[src/shared/spsf_pkg.sv]
// constants shared by the serial port status flag block
package spsf_pkg;
    localparam int ADDR_W = 18;
    // register indices; byte address is four times the index
    localparam logic [15:0] IDX_DATA = 16'h0000;
    localparam logic [15:0] IDX_STATUS = 16'h0001;
    localparam logic [15:0] IDX_CTRL2 = 16'h0002;
    localparam logic [15:0] IDX_CTRL3 = 16'h0003;
    localparam logic [15:0] IDX_BRK_CTRL = 16'hFE03;
    // serial_status_one fields
    localparam int ST_TE = 7;
    localparam int ST_TXC = 6;
    localparam int ST_RF = 5;
    localparam int ST_IDLE = 4;
    localparam int ST_OR = 3;
    // serial_control_two fields
    localparam int C2_TE_IE = 7;
    localparam int C2_TXC_IE = 6;
    localparam int C2_RF_IE = 5;
    localparam int C2_IL_IE = 4;
    localparam int C2_TX_EN = 3;
    localparam int C2_RX_EN = 2;
    // serial_control_three and break_flag_control fields
    localparam int C3_OR_IE = 0;
    localparam int BRK_CLR_EN = 7;
    localparam logic [7:0] CTRL2_RESET = 8'h00;
    localparam logic [7:0] CTRL3_RESET = 8'h00;
    localparam logic [7:0] BRK_CTRL_RESET = 8'h00;
    // oversampling and framing
    localparam int OS_RATE = 16;
    localparam logic [3:0] OS_LAST = 4'hF;
    localparam logic [3:0] OS_MID = 4'h7;
    localparam int FRAME_BITS = 10;
    localparam int IDLE_BITS = 10;
    localparam logic [7:0] IDLE_TICKS = 8'(IDLE_BITS * OS_RATE);
    localparam int CLK_HZ = 50000000;
    localparam int BAUD_HZ = 115200;
    localparam int OS_DIV = CLK_HZ / (BAUD_HZ * OS_RATE);
endpackage

[src/shared/spsf_rx_if.sv]
// link between the flag controller and the receive engine
interface spsf_rx_if;
    logic tick;
    logic rx_enable;
    logic char_valid;
    logic idle_pulse;
    logic [7:0] char_data;
    modport ctrl(output tick, output rx_enable, input char_valid, input idle_pulse, input char_data);
    modport rx(input tick, input rx_enable, output char_valid, output idle_pulse, output char_data);
endinterface

[src/rtl/spsf_rx.sv]
// receive engine: line synchroniser, character framing and idle-line detection
module spsf_rx
    import spsf_pkg::*;
(
    input wire logic i_clk,
    input wire logic i_resetn,
    input wire logic i_rxd,
    spsf_rx_if.rx link
);
    typedef enum logic [1:0] {
        RX_IDLE = 2'b00,
        RX_START = 2'b01,
        RX_DATA = 2'b10,
        RX_STOP = 2'b11
    } spsf_rxst_e;

    spsf_rxst_e state_reg;
    logic sync1_reg;
    logic line_reg;
    logic [3:0] os_reg;
    logic [2:0] bit_reg;
    logic [7:0] shift_reg;
    logic [7:0] ones_reg;

    always_ff @(posedge i_clk or negedge i_resetn) begin
        if (!i_resetn) begin
            sync1_reg <= 1'b1;
            line_reg <= 1'b1;
        end else begin
            sync1_reg <= i_rxd;
            line_reg <= sync1_reg;
        end
    end

    always_ff @(posedge i_clk or negedge i_resetn) begin
        if (!i_resetn) begin
            state_reg <= RX_IDLE;
            os_reg <= 4'h0;
            bit_reg <= 3'h0;
            shift_reg <= 8'h00;
            link.char_valid <= 1'b0;
            link.char_data <= 8'h00;
        end else begin
            link.char_valid <= 1'b0;
            if (!link.rx_enable) begin
                state_reg <= RX_IDLE;
            end else if (link.tick) begin
                os_reg <= os_reg + 4'h1;
                case (state_reg)
                    RX_IDLE: begin
                        os_reg <= 4'h0;
                        if (!line_reg) begin
                            state_reg <= RX_START;
                        end
                    end
                    RX_START: begin
                        // a glitch shorter than half a bit is not a start bit
                        if (os_reg == OS_MID) begin
                            os_reg <= 4'h0;
                            bit_reg <= 3'h0;
                            state_reg <= line_reg ? RX_IDLE : RX_DATA;
                        end
                    end
                    RX_DATA: begin
                        if (os_reg == OS_LAST) begin
                            shift_reg <= {line_reg, shift_reg[7:1]};
                            bit_reg <= bit_reg + 3'h1;
                            if (bit_reg == 3'h7) begin
                                state_reg <= RX_STOP;
                            end
                        end
                    end
                    RX_STOP: begin
                        // framing errors are dropped silently
                        if (os_reg == OS_LAST) begin
                            state_reg <= RX_IDLE;
                            link.char_valid <= line_reg;
                            if (line_reg) begin
                                link.char_data <= shift_reg;
                            end
                        end
                    end
                    default: state_reg <= RX_IDLE;
                endcase
            end
        end
    end

    // counts ones in oversample ticks; one pulse per idle stretch
    always_ff @(posedge i_clk or negedge i_resetn) begin
        if (!i_resetn) begin
            ones_reg <= 8'h00;
            link.idle_pulse <= 1'b0;
        end else begin
            link.idle_pulse <= 1'b0;
            if (!link.rx_enable || !line_reg) begin
                ones_reg <= 8'h00;
            end else if (link.tick && ones_reg != IDLE_TICKS) begin
                ones_reg <= ones_reg + 8'h01;
                link.idle_pulse <= (ones_reg == IDLE_TICKS - 8'h01); // [RQ10]
            end
        end
    end
endmodule

[src/rtl/spsf_top.sv]
// serial port with status flags, two-step flag clearing and break protection
// What this block does
// RQ1: transmit-empty sets when data moves to shifter; reset sets it.
// RQ2: transmit-empty with its enable requests a transmitter interrupt.
// RQ3: transmit-empty clears only by status read seeing it, then data write.
// RQ4: transmission-complete sets when empty and nothing shifting; reset sets it.
// RQ5: transmission-complete with its enable requests a transmitter interrupt.
// RQ6: transmission-complete clears automatically when data is queued.
// RQ7: receive-full sets when a character lands in data register; reset clears.
// RQ8: receive-full with its enable requests a receiver interrupt.
// RQ9: receive-full clears by status read seeing it, then data read.
// RQ10: idle sets after ten consecutive one bit times; reset clears.
// RQ11: idle with its enable requests a receiver interrupt.
// RQ12: idle clears by status read seeing it, then data read.
// RQ13: idle waits for a received character after enable and after clear.
// RQ14: overrun sets when a character completes while receive-full is set.
// RQ15: overrun with its enable in control three requests error interrupt.
// RQ16: on overrun the new character is dropped, held data kept.
// RQ17: overrun clears by status read seeing it, then data read; reset clears.
// RQ18: a data read clears overrun only if the status read saw it set.
// RQ19: in break with clear-enable low, accesses leave flags unchanged, except a data write still clears transmission-complete.
// RQ20: with clear-enable high, flags cleared in break stay cleared.
// RQ21: a first clear step before break survives the break, second completes.
module spsf_top
    import spsf_pkg::*;
#(
    parameter int OS_DIVIDER = OS_DIV
)
(
    input wire logic i_clk,
    input wire logic i_resetn,
    input wire logic i_psel,
    input wire logic i_penable,
    input wire logic i_pwrite,
    input wire logic [ADDR_W-1:0] i_paddr,
    input wire logic [31:0] i_pwdata,
    output logic [31:0] o_prdata,
    output logic o_pready,
    output logic o_pslverr,
    input wire logic i_break_active,
    input wire logic i_rxd,
    output logic o_txd,
    output logic o_tx_irq,
    output logic o_rx_irq,
    output logic o_err_irq
);
    typedef enum logic [0:0] {
        TX_IDLE = 1'b0,
        TX_SHIFT = 1'b1
    } spsf_txst_e;

    function automatic logic hit(input logic [ADDR_W-1:0] addr, input logic [15:0] idx);
        hit = (addr == {idx, 2'b00});
    endfunction

    spsf_rx_if rx_link ();

    logic [15:0] div_reg;
    logic tick;
    logic [7:0] ctrl2_reg;
    logic [7:0] ctrl3_reg;
    logic [7:0] brk_ctrl_reg;
    logic [7:0] rx_data_reg;
    logic [7:0] tx_data_reg;
    logic tx_pending_reg;
    spsf_txst_e tx_state_reg;
    logic [9:0] tx_shift_reg;
    logic [3:0] tx_os_reg;
    logic [3:0] tx_bit_reg;
    logic te_reg;
    logic txc_reg;
    logic rf_reg;
    logic idle_reg;
    logic or_reg;
    logic idle_allow_reg;
    logic rx_en_prev_reg;
    logic arm_te_reg;
    logic arm_rf_reg;
    logic arm_idle_reg;
    logic arm_or_reg;
    logic [7:0] status;
    logic mapped;
    logic access;
    logic protect;
    logic status_rd;
    logic data_rd;
    logic data_wr;
    logic load_shift;
    logic rf_set;
    logic clr_idle;

    // oversample enable; the transmitter uses every sixteenth one
    always_ff @(posedge i_clk or negedge i_resetn) begin
        if (!i_resetn) begin
            div_reg <= 16'h0000;
        end else if (div_reg == 16'(OS_DIVIDER - 1)) begin
            div_reg <= 16'h0000;
        end else begin
            div_reg <= div_reg + 16'h0001;
        end
    end
    assign tick = (div_reg == 16'h0000);

    assign rx_link.tick = tick;
    assign rx_link.rx_enable = ctrl2_reg[C2_RX_EN];

    spsf_rx u_rx (
        .i_clk(i_clk),
        .i_resetn(i_resetn),
        .i_rxd(i_rxd),
        .link(rx_link)
    );

    // apb decode; the slave never inserts wait states
    assign mapped = hit(i_paddr, IDX_DATA) || hit(i_paddr, IDX_STATUS) || hit(i_paddr, IDX_CTRL2)
        || hit(i_paddr, IDX_CTRL3) || hit(i_paddr, IDX_BRK_CTRL);
    assign access = i_psel && i_penable;
    assign o_pready = access;
    assign o_pslverr = access && !mapped;

    assign protect = i_break_active && !brk_ctrl_reg[BRK_CLR_EN]; // [RQ19] [RQ20]
    assign status_rd = access && !i_pwrite && hit(i_paddr, IDX_STATUS) && !protect;
    assign data_rd = access && !i_pwrite && hit(i_paddr, IDX_DATA) && !protect;
    assign data_wr = access && i_pwrite && hit(i_paddr, IDX_DATA);

    assign status = {te_reg, txc_reg, rf_reg, idle_reg, or_reg, 3'b000};

    // read data is captured in the setup cycle, so a status read arms on what software saw
    always_ff @(posedge i_clk or negedge i_resetn) begin
        if (!i_resetn) begin
            o_prdata <= 32'h00000000;
        end else if (i_psel && !i_penable && !i_pwrite) begin
            if (hit(i_paddr, IDX_DATA)) begin
                o_prdata <= {24'h000000, rx_data_reg};
            end else if (hit(i_paddr, IDX_STATUS)) begin
                o_prdata <= {24'h000000, status};
            end else if (hit(i_paddr, IDX_CTRL2)) begin
                o_prdata <= {24'h000000, ctrl2_reg};
            end else if (hit(i_paddr, IDX_CTRL3)) begin
                o_prdata <= {24'h000000, ctrl3_reg};
            end else if (hit(i_paddr, IDX_BRK_CTRL)) begin
                o_prdata <= {24'h000000, brk_ctrl_reg};
            end else begin
                o_prdata <= 32'h00000000;
            end
        end
    end

    always_ff @(posedge i_clk or negedge i_resetn) begin
        if (!i_resetn) begin
            ctrl2_reg <= CTRL2_RESET;
            ctrl3_reg <= CTRL3_RESET;
            brk_ctrl_reg <= BRK_CTRL_RESET;
        end else if (access && i_pwrite) begin
            if (hit(i_paddr, IDX_CTRL2)) begin
                ctrl2_reg <= {i_pwdata[7:2], 2'b00};
            end
            if (hit(i_paddr, IDX_CTRL3)) begin
                ctrl3_reg <= {7'h00, i_pwdata[C3_OR_IE]};
            end
            if (hit(i_paddr, IDX_BRK_CTRL)) begin
                brk_ctrl_reg <= {i_pwdata[BRK_CLR_EN], 7'h00};
            end
        end
    end

    // first step of each clear: armed by a status read that saw the flag set
    always_ff @(posedge i_clk or negedge i_resetn) begin
        if (!i_resetn) begin
            arm_te_reg <= 1'b0;
            arm_rf_reg <= 1'b0;
            arm_idle_reg <= 1'b0;
            arm_or_reg <= 1'b0;
        end else if (status_rd) begin
            arm_te_reg <= o_prdata[ST_TE];
            arm_rf_reg <= o_prdata[ST_RF];
            arm_idle_reg <= o_prdata[ST_IDLE];
            arm_or_reg <= o_prdata[ST_OR]; // [RQ18]
        end else begin
            // protected accesses neither arm nor consume, so an arm survives a break
            if (data_wr && !protect) begin
                arm_te_reg <= 1'b0; // [RQ21]
            end
            if (data_rd) begin
                arm_rf_reg <= 1'b0;
                arm_idle_reg <= 1'b0;
                arm_or_reg <= 1'b0;
            end
        end
    end

    // transmit holding register and shifter
    assign load_shift = tx_pending_reg && tx_state_reg == TX_IDLE && ctrl2_reg[C2_TX_EN];

    always_ff @(posedge i_clk or negedge i_resetn) begin
        if (!i_resetn) begin
            tx_pending_reg <= 1'b0;
            tx_data_reg <= 8'h00;
        end else if (data_wr) begin
            // a write while a byte waits overwrites it
            tx_pending_reg <= 1'b1;
            tx_data_reg <= i_pwdata[7:0];
        end else if (load_shift) begin
            tx_pending_reg <= 1'b0;
        end
    end

    always_ff @(posedge i_clk or negedge i_resetn) begin
        if (!i_resetn) begin
            tx_state_reg <= TX_IDLE;
            tx_shift_reg <= 10'h3FF;
            tx_os_reg <= 4'h0;
            tx_bit_reg <= 4'h0;
        end else begin
            case (tx_state_reg)
                TX_IDLE: begin
                    if (load_shift) begin
                        tx_shift_reg <= {1'b1, tx_data_reg, 1'b0};
                        tx_os_reg <= 4'h0;
                        tx_bit_reg <= 4'h0;
                        tx_state_reg <= TX_SHIFT;
                    end
                end
                TX_SHIFT: begin
                    if (tick) begin
                        tx_os_reg <= tx_os_reg + 4'h1;
                        if (tx_os_reg == OS_LAST) begin
                            tx_shift_reg <= {1'b1, tx_shift_reg[9:1]};
                            tx_bit_reg <= tx_bit_reg + 4'h1;
                            if (tx_bit_reg == 4'(FRAME_BITS - 1)) begin
                                tx_state_reg <= TX_IDLE;
                            end
                        end
                    end
                end
                default: tx_state_reg <= TX_IDLE;
            endcase
        end
    end

    always_ff @(posedge i_clk or negedge i_resetn) begin
        if (!i_resetn) begin
            o_txd <= 1'b1;
        end else begin
            o_txd <= (tx_state_reg == TX_SHIFT) ? tx_shift_reg[0] : 1'b1;
        end
    end

    always_ff @(posedge i_clk or negedge i_resetn) begin
        if (!i_resetn) begin
            te_reg <= 1'b1;
        end else if (load_shift) begin
            te_reg <= 1'b1; // [RQ1]
        end else if (data_wr && !protect && arm_te_reg) begin
            te_reg <= 1'b0; // [RQ3]
        end
    end

    always_ff @(posedge i_clk or negedge i_resetn) begin
        if (!i_resetn) begin
            txc_reg <= 1'b1;
        end else begin
            // queueing a byte drops it at once; the line starts within a bit time
            txc_reg <= te_reg && tx_state_reg == TX_IDLE && !tx_pending_reg && !data_wr; // [RQ4] [RQ6]
        end
    end

    // receive side flags
    assign rf_set = rx_link.char_valid && !rf_reg;
    assign clr_idle = data_rd && arm_idle_reg;

    always_ff @(posedge i_clk or negedge i_resetn) begin
        if (!i_resetn) begin
            rx_data_reg <= 8'h00;
        end else if (rf_set) begin
            rx_data_reg <= rx_link.char_data; // [RQ7] [RQ16]
        end
    end

    always_ff @(posedge i_clk or negedge i_resetn) begin
        if (!i_resetn) begin
            rf_reg <= 1'b0;
        end else if (rf_set) begin
            rf_reg <= 1'b1; // [RQ7]
        end else if (data_rd && arm_rf_reg) begin
            rf_reg <= 1'b0; // [RQ9]
        end
    end

    always_ff @(posedge i_clk or negedge i_resetn) begin
        if (!i_resetn) begin
            or_reg <= 1'b0;
        end else if (rx_link.char_valid && rf_reg) begin
            or_reg <= 1'b1; // [RQ14]
        end else if (data_rd && arm_or_reg) begin
            or_reg <= 1'b0; // [RQ17] [RQ18]
        end
    end

    always_ff @(posedge i_clk or negedge i_resetn) begin
        if (!i_resetn) begin
            rx_en_prev_reg <= 1'b0;
            idle_allow_reg <= 1'b0;
        end else begin
            rx_en_prev_reg <= ctrl2_reg[C2_RX_EN];
            if (rf_set) begin
                idle_allow_reg <= 1'b1; // [RQ13]
            end else if (clr_idle || (ctrl2_reg[C2_RX_EN] && !rx_en_prev_reg)) begin
                idle_allow_reg <= 1'b0; // [RQ13]
            end
        end
    end

    always_ff @(posedge i_clk or negedge i_resetn) begin
        if (!i_resetn) begin
            idle_reg <= 1'b0;
        end else if (rx_link.idle_pulse && idle_allow_reg) begin
            idle_reg <= 1'b1; // [RQ10]
        end else if (clr_idle) begin
            idle_reg <= 1'b0; // [RQ12]
        end
    end

    always_ff @(posedge i_clk or negedge i_resetn) begin
        if (!i_resetn) begin
            o_tx_irq <= 1'b0;
            o_rx_irq <= 1'b0;
            o_err_irq <= 1'b0;
        end else begin
            o_tx_irq <= (te_reg && ctrl2_reg[C2_TE_IE]) || (txc_reg && ctrl2_reg[C2_TXC_IE]); // [RQ2] [RQ5]
            o_rx_irq <= (rf_reg && ctrl2_reg[C2_RF_IE]) || (idle_reg && ctrl2_reg[C2_IL_IE]); // [RQ8] [RQ11]
            o_err_irq <= or_reg && ctrl3_reg[C3_OR_IE]; // [RQ15]
        end
    end
endmodule

[config.mk]
export PLATFORM = sky130hd
export DESIGN_NAME = spsf_top
export DESIGN_NICKNAME = d
export VERILOG_FILES = /design/src/shared/spsf_pkg.sv /design/src/shared/spsf_rx_if.sv /design/src/rtl/spsf_rx.sv /design/src/rtl/spsf_top.sv
export SDC_FILE = /design/constraint.sdc
export NUM_CORES = 1
export LEC_CHECK = 0
export BUFFER_PORTS_ARGS = -buffer_cell sky130_fd_sc_hd__clkbuf_2
export CAP_MARGIN = 20
export CORE_UTILIZATION = 55
export CTS_BUF_LIST = sky130_fd_sc_hd__clkbuf_8
export DETAILED_ROUTE_END_ITERATION = 8
export PLACE_DENSITY = 0.74
export SETUP_SLACK_MARGIN = 0.05
export SKIP_LAST_GASP = 1
export SYNTH_ARGS = -nofsm -noshare
export SYNTH_HDL_FRONTEND = slang
export SYNTH_HIERARCHICAL = 1
export SYNTH_SLANG_ARGS = --single-unit
[constraint.sdc]
create_clock -name i_clk -period 2.3 [get_ports i_clk]
set_input_delay 0.575 -clock i_clk [delete_from_list [all_inputs] [get_ports i_clk]]
set_output_delay 0.575 -clock i_clk [all_outputs]
set_load 0.01 [all_outputs]
== After elaboration in Yosys (flattened, before gate mapping) ==
Cells that the tools add are included.
Storage, ports and cells
  output and inout bits: 38
  input bits: 57
  register bits after elaboration: 144
  word-level logic and storage cells: 206
Cells by class
  bitwise logic cells: 1
  multiplexer cells: 62
  reduce and logical (&&, ||, !) cells: 74
  eq/ne operators: 26
  $add $sub $neg: 6
Operator list (number)
  8-bit 2-to-1 mux: 7
  18-bit by 4-bit == test with 1-bit output, second input constant: 2
  1-bit logical AND: 32
  10-bit 2-to-1 mux: 3
  1-bit 2-to-1 mux: 29
  4-bit one-hot mux with 2 select lines: 3
  4-bit 2-to-1 mux: 5
  10-bit one-hot mux with 2 select lines: 1
  2-bit nonzero test: 10
  18-bit == test, second input constant: 1
  18-bit by 3-bit == test with 1-bit output, second input constant: 1
  18-bit zero test: 1
  16-bit by 1-bit adder with 16-bit output, second input constant: 1
  16-bit by 5-bit == test with 1-bit output, second input constant: 1
  16-bit zero test: 1
  16-bit 2-to-1 mux: 1
  2-bit 2-to-1 mux: 8
  4-bit by 1-bit adder with 4-bit output, second input constant: 3
  4-bit == test, second input constant: 3
  3-bit by 2-bit inequality test with 1-bit output, second input constant: 4
  1-bit zero test: 11
  2-bit by 1-bit inequality test with 1-bit output, second input constant: 5
  2-bit AND reduction: 5
  5-bit AND reduction: 2
  other kinds (20): 29

== Longest topological paths before layout ==
Gate-level depths: netlist of the first run.
  depth in word-level cells: 8
  mapped depth: 10
  mapped depth without buffers: 9

== Modules after synthesis ==
Netlist of the first run, hierarchy kept.
By module, submodules not included
  spsf_top: times used 1, sequential area each 2067.0 sq um, area each 4025.1 sq um, cells each 369
  spsf_rx: times used 1, sequential area each 928.4 sq um, area each 1702.9 sq um, cells each 143

== Least setup slack after synthesis of the first run ==
Ideal clock, no wire load.
  path type: input-to-output
  from: in i_paddr[9]
  to: out o_pslverr
  setup slack: 145 ps
  required time: 1725 ps
  buffers on the path: 0
  cell stages on the path: 4
  data arrival time: 1580 ps
  cells stage by stage: or3_1 nor4_1 a21oi_1 o21a_1
On the way
  cells in the longest elaborated chain, start to end: 7
  elaborated cells between the ends (all ways): 11
  those cells by class: eq/ne: 4; reduce/logical: 7
Ends and longest elaborated chain
  from (decl): RTL line spsf_top.sv:35  | input wire logic [ADDR_W-1:0] i_paddr,
  18-bit by 3-bit == test with 1-bit output or 18-bit zero test (tied branches): RTL line spsf_top.sv:53  | hit = (addr == {idx, 2'b00});
  1-bit logical OR (2 in a row): RTL line spsf_top.sv:115  | assign mapped = hit(i_paddr, IDX_DATA) || hit(i_paddr, IDX_STATUS) || hit(i_paddr, IDX_CTRL2)
  1-bit logical OR: RTL line spsf_top.sv:116  | || hit(i_paddr, IDX_CTRL3) || hit(i_paddr, IDX_BRK_CTRL);
  1-bit logical OR *: RTL line spsf_top.sv:116
  1-bit zero test *: RTL line spsf_top.sv:119  | assign o_pslverr = access && !mapped;
  1-bit logical AND *: RTL line spsf_top.sv:119
  to (decl): RTL line spsf_top.sv:39  | output logic o_pslverr,
Mark *: on every way between the ends. The rest lies on a longest branch, timed or not.

== Worst setup path in the final report of the first run ==
  from: in i_paddr[17]
  to: out o_pslverr
The elaborated chain is that of the path after synthesis.

==> results of run 1 <==
==> power groups by stage <==
stage / clock network, mW / logic, mW / registers (mW)
3_3_place_gp: 0 / 0.141 / 2.14
4_1_cts: 1.90 / 0.145 / 2.10
3_5_place_dp: 0 / 0.144 / 2.14
2_1_floorplan: 0 / 0.0740 / 2.14
5_1_grt: 2.02 / 0.165 / 2.10
6_report: 1.86 / 0.148 / 2.10
==> final timing paths <==
path	start	end	slack, ps	depth (start not counted)
min in group i_clk	i_rxd	u_rx/sync1_reg	230	1
hold reg to reg	u_rx/sync1_reg	u_rx/line_reg	360	0
setup reg to reg	div_reg[12]	u_rx/os_reg[3]	160	8
hold / removal	i_resetn	div_reg[9]	230	2
setup / recovery	i_paddr[17]	o_pslverr	110	6
max in group asynchronous	i_resetn	tx_data_reg[3]	1600	2
==> repair_timing <==
action | CTS | global route
setup buffers | 1 | 0
pin swaps | 1 | 1
gates resized for setup | 5 | 8
hold buffers | 0 | 0
setup endpoints to repair | 36 | 26
==> worst max-delay path, stage by stage <==
cell and delay (ps):
clkbuf_2 120, nor4_4 300, nand3_1 150, buf_4 180, o21a_1 160, clkbuf_2 120
==> cells in the final DEF (no fill, tap or decap), drive strengths merged, types with 17 or more instances in the layout <==
master	instances
mux2	41
buf	31
nand2	51
conb	24
clkbuf	66
dfrtp	105
mux2i	17
nand3	21
inv	20
nor2	20
==> metal layers <==
metal	track usage, %	routed length [um]
met5	0	0
met4	8.27	179
met3	5.76	433
met2	36.8	5560
met1	30.1	5210
==> cells by family after synthesis <==
logic type,after synthesis,share of synthesized area (%)
adder cells (fa/ha/maj),11,2.40
AO/OA/AOI/OAI,67,8.08
XOR/XNOR,21,3.21
AND/OR/NAND/NOR,177,17.3
multiplexers,58,11.0
other,1,0.0655
flip-flops,119,52.3
buffers and inverters,58,5.57
==> area by class of cell <==
class                      instances  area [sq um]
inverter                          17          63.8
tap                              133           166
sequential                       119          3000
fill                             764          3260
multi-input combinational        358          2580
clock inverter                    11           108
timing repair buffer              76           495
clock buffer                      21           289
==> out/qor.yml, run 1 <==
critical_path:
  required_ps: 1730
  startpoint_type: "input pin"
  path_class: "input pin to output pin"
  worstPathArrival_ps: 1620
  cp-end-kind: "output pin"
  path_max_fanout: 7
yosys:
  synth_top_area_share_pct: 45.9
  synthTopCellsByArea: "dfrtp_1, mux2_2, dfstp_2"
  synth.most_common_cell: "dfrtp_1"
  ys_seq_area_share_pct: 52.3
  synth_flop_cell: "dfrtp_1"
  ys_top_cells_by_count: "dfrtp_1, nand2_1, mux2_2"
  synthCells: 512
  netlist_area_sq_um: 5730
  synth-edff-count: 0
  yosysTopAreaCell: "dfrtp_1"
  ys_ff_latch: 119
  syn_avg_cell_area_sq_um: 11.2
  synth_warnings: 6
  synth_cell_type_count: 60
  synthArstFlopShare_pct: 100
job:
  drv_cap: 0
finish:
  nets: 657
  largest_register_ffs: 16
  instances_no_fill: 735
  antenna_cells: 0
  utilization_pct: 67.3
  drive_gt1_share_pct: 31.4
  syn_to_final_growth_pct: 17.0
  postLayoutCellArea_sq_um: 6700
placement:
  io_buffers: 46
  dp.cells: 702
  dp_hpwl_mm: 7.68
  pre_cts_ws_ps: -165
  place.gp.congestion: 0.852
  dpl_cell_area_sq_um: 6210
timing:
  setup_slack_ps: 106
  hold_ws_ps: 231
  layout_min_cycle_time_ps: 2190
  relSlewSlack_pct: 46.5
  min_period_over_period_pct: 95.4
  skew_ps: 8.63
  drv_slew: 0
  max_freq_mhz: 456
  worst_pin_slew_ps: 800
  setup_viol_count_final: 0
  setup_tns_ps: 0
  rsz0062_at_grt: "no"
  hold_viol: 0
power:
  powerDensity_nw_per_um2: 614
  total_power_mw: 4.11
  p_sw_share_pct: 22.1
  p_seq_share_pct: 51.1
  leakage_nw: 3.21
  combinationalPowerShare_pct: 3.6
  p_clk_share_pct: 45.3
  power.switching_mw: 0.908
  irDropWorstVdd_mv: 0.431
  intPower_mw: 3.20
clock_tree:
  clock_path_buffers: 2
  clock_sinks: 119
  root_buffer: "clkbuf_8"
  clk_pin_slew_ps: 70
  h-tree-depth: 4
  worstSkewPairLatency_ps: 420
  cts-buffers-inserted: 17
  cts_tree: "built"
floorplan:
  core_sq_um: 9950
  io_pins: 95
  floorplan.initialDensity_pct: 57.5
  rows: 36
  die_h_um: 104
  die_w_um: 104
  die_area_sq_um: 10800
detailed_routing:
  drc: 0
  wirelength_mm: 11.4
  routed_via_density: 5.58
  drt_pass1_iterations: 4
  ant_nets: 0
  vias: 4102
  routedWlPerCell_um: 15.5
  first_iter_violations: 317
run_status:
  status: "finished clean"
min_path:
  hp-class: "input pin to async pin"
global_routing:
  grt_max_degree: 120
  grt_usage_pct: 22.9
  grt_pass1_vias: 4041
  antenna_found_initial: 0
  grt_overflow_total: 0
  grt_first_pass_wirelength_mm: 19.5
Power figures use the tool's default switching activity.
==> inputs of run 2 (changes only) <==
--- a/config.mk
+++ b/config.mk
@@ -11,6 +11,7 @@
 export CTS_BUF_LIST = sky130_fd_sc_hd__clkbuf_8
 export DETAILED_ROUTE_END_ITERATION = 8
 export PLACE_DENSITY = 0.74
+export REMOVE_ABC_BUFFERS = 1
 export SETUP_SLACK_MARGIN = 0.05
 export SKIP_LAST_GASP = 1
 export SYNTH_ARGS = -nofsm -noshare
==> out/qor.yml, run 2 (same netlist as run 1, synthesis figures left out) <==
critical_path:
  ff2ff_setup_slack_ps: 200  # was 160 ps
  required_ps: 1730  # about the same
  path_class: "input pin to output pin"  # unchanged
  path_max_fanout: 11  # was 7
  startpoint_type: "input pin"  # unchanged
  worstPathArrival_ps: 1620  # about the same
  cp-end-kind: "output pin"  # unchanged
finish:
  nets: 655  # was 657
  final_cell_mix: "dfrtp_1, nand2_1, clkbuf_2, mux2_2, buf_4"  # unchanged
  utilization_pct: 67.1  # was 67.3%
  largest_register_ffs: 16  # unchanged
  syn_to_final_growth_pct: 16.6  # was 17.0%
  final_common_cell: "dfrtp_1"  # unchanged
  fillers: 721  # was 764
  drive_gt1_share_pct: 31.3  # was 31.4%
  antenna_cells: 0  # unchanged
global_routing:
  grt_usage_pct: 22.4  # was 22.9%
  grt_max_degree: 53  # was 120
  grt_first_pass_wirelength_mm: 19.3  # was 19.5 mm
  grt_pass1_vias: 4062  # was 4041
  grt_overflow_total: 0  # unchanged
  antenna_found_initial: 0  # unchanged
placement:
  place.gp.congestion: 0.857  # was 0.852
  dp_hpwl_mm: 7.75  # was 7.68 mm
  pre_cts_ws_ps: -96.8  # was -165 ps
  io_buffers: 46  # unchanged
timing:
  skew_ps: 9.65  # was 8.63 ps
  setup_viol_count_final: 0  # unchanged
  hold_viol: 0  # unchanged
  drv_slew: 0  # unchanged
  max_freq_mhz: 456  # about the same
  setup_slack_ps: 105  # was 106 ps
  worst_pin_slew_ps: 667  # was 800 ps
  relSlewSlack_pct: 55.6  # was 46.5%
  rsz0062_at_grt: "no"  # unchanged
  min_period_over_period_pct: 95.4  # about the same
  layout_min_cycle_time_ps: 2190  # about the same
detailed_routing:
  ant_nets: 0  # unchanged
  wirelength_mm: 11.2  # was 11.4 mm
  routedWlPerCell_um: 15.3  # was 15.5 um
  first_iter_violations: 175  # was 317
  drc: 0  # unchanged
  drt_pass1_iterations: 4  # unchanged
  vias: 4096  # was 4102
  routed_via_density: 5.59  # was 5.58
floorplan:
  floorplan.initialDensity_pct: 57.5  # unchanged
  die_w_um: 104  # unchanged
  die_area_sq_um: 10800  # unchanged
  core_sq_um: 9950  # unchanged
  rows: 36  # unchanged
  die_h_um: 104  # unchanged
  io_pins: 95  # unchanged
job:
  drv_cap: 0  # unchanged
clock_tree:
  clock_sinks: 119  # unchanged
  h-tree-depth: 4  # unchanged
  cts_tree: "built"  # unchanged
  root_buffer: "clkbuf_8"  # unchanged
  cts-buffers-inserted: 17  # unchanged
  clock_path_buffers: 2  # unchanged
  clk_pin_slew_ps: 70  # about the same
  worstSkewPairLatency_ps: 440  # was 420 ps
power:
  leakage_nw: 3.18  # was 3.21 nW
  powerDensity_nw_per_um2: 631  # was 614 nW/um^2
  irDropWorstVdd_mv: 0.427  # was 0.431 mV
min_path:
  hp-class: "input pin to async pin"  # unchanged
run_status:
  status: "finished clean"  # unchanged
[run 2: cell count changes in the layout (fill, tap and decap cells not counted), sizes merged]
cell and delta:
inv -3, bufinv +1, buf -2, clkinvlp +3, clkbuf -2, clkinv +1
[run 2: stage by stage]
step / hold WS (ps) / setup TNS, ps / power, mW / instances / area [sq um]
floorplan: 279 / -3860 / 2.18 / 494 / 5560
global placement: 347 / -56.1 / 2.28 / 700 / 6210
detailed placement: 347 / -215 / 2.28 / 700 / 6210
CTS: 84.3 / -32.9 / 4.25 / 732 / 6650
global route: 99.9 / 0 / 4.37 / 733 / 6680
finish: 91.0 / 0 / 4.21 / 733 / 6680
[run 2: timing repair]
item | CTS | global route
endpoints found under the setup margin | 21 | 25
hold endpoints to repair | 0 | 0
setup buffers | 0 | 1
gates resized for setup | 4 | 4
hold buffers | 0 | 0
pin swaps | 0 | 2
[run 2: power breakdown]
group,switching [mW],internal (mW),leakage (nW),total [mW]
clock,0.849,1.12,0.203,1.97
combinational,0.102,0.0466,1.41,0.148
sequential,0.00147,2.10,1.57,2.10
[run 2: layout make-up]
class / instances / area, sq um / share of cell area [%]
flip-flops and latches: 119 / 3000 / 44.9
inverters: 17 / 63.8 / 0.956
clock inverters: 13 / 154 / 2.30
multi-input cells: 358 / 2540 / 38.1
clock buffers: 19 / 262 / 3.92
well taps: 133 / 166 / 2.49
repair buffers: 74 / 493 / 7.38
[run 2: path summary, 6_finish.rpt]
path / cells past startpoint / end / start
max: 6 / o_pslverr / i_paddr[17]
min: 1 / div_reg[10] / i_resetn
max reg2reg: 8 / u_rx/os_reg[3] / div_reg[10]
min reg2reg: 0 / u_rx/line_reg / u_rx/sync1_reg
max in group asynchronous: 2 / txc_reg / i_resetn
min in group i_clk: 1 / u_rx/sync1_reg / i_rxd
[run 2: routing by layer]
metal | global-route usage, % | up-vias | part of all wire (%)
met2 | 36.6 | 109 | 50
li1 | - | 1935 | -
met3 | 6.83 | 18 | 3.7
met5 | 0 | - | 0
met4 | 7.04 | 0 | 1.6
met1 | 28.7 | 2034 | 45
[run 2: worst max-delay path: stages]
cell      delay [ps]
clkbuf_2         100
nor4_2           330
nand3_1          110
buf_4            200
o21a_1           180
clkbuf_2         120
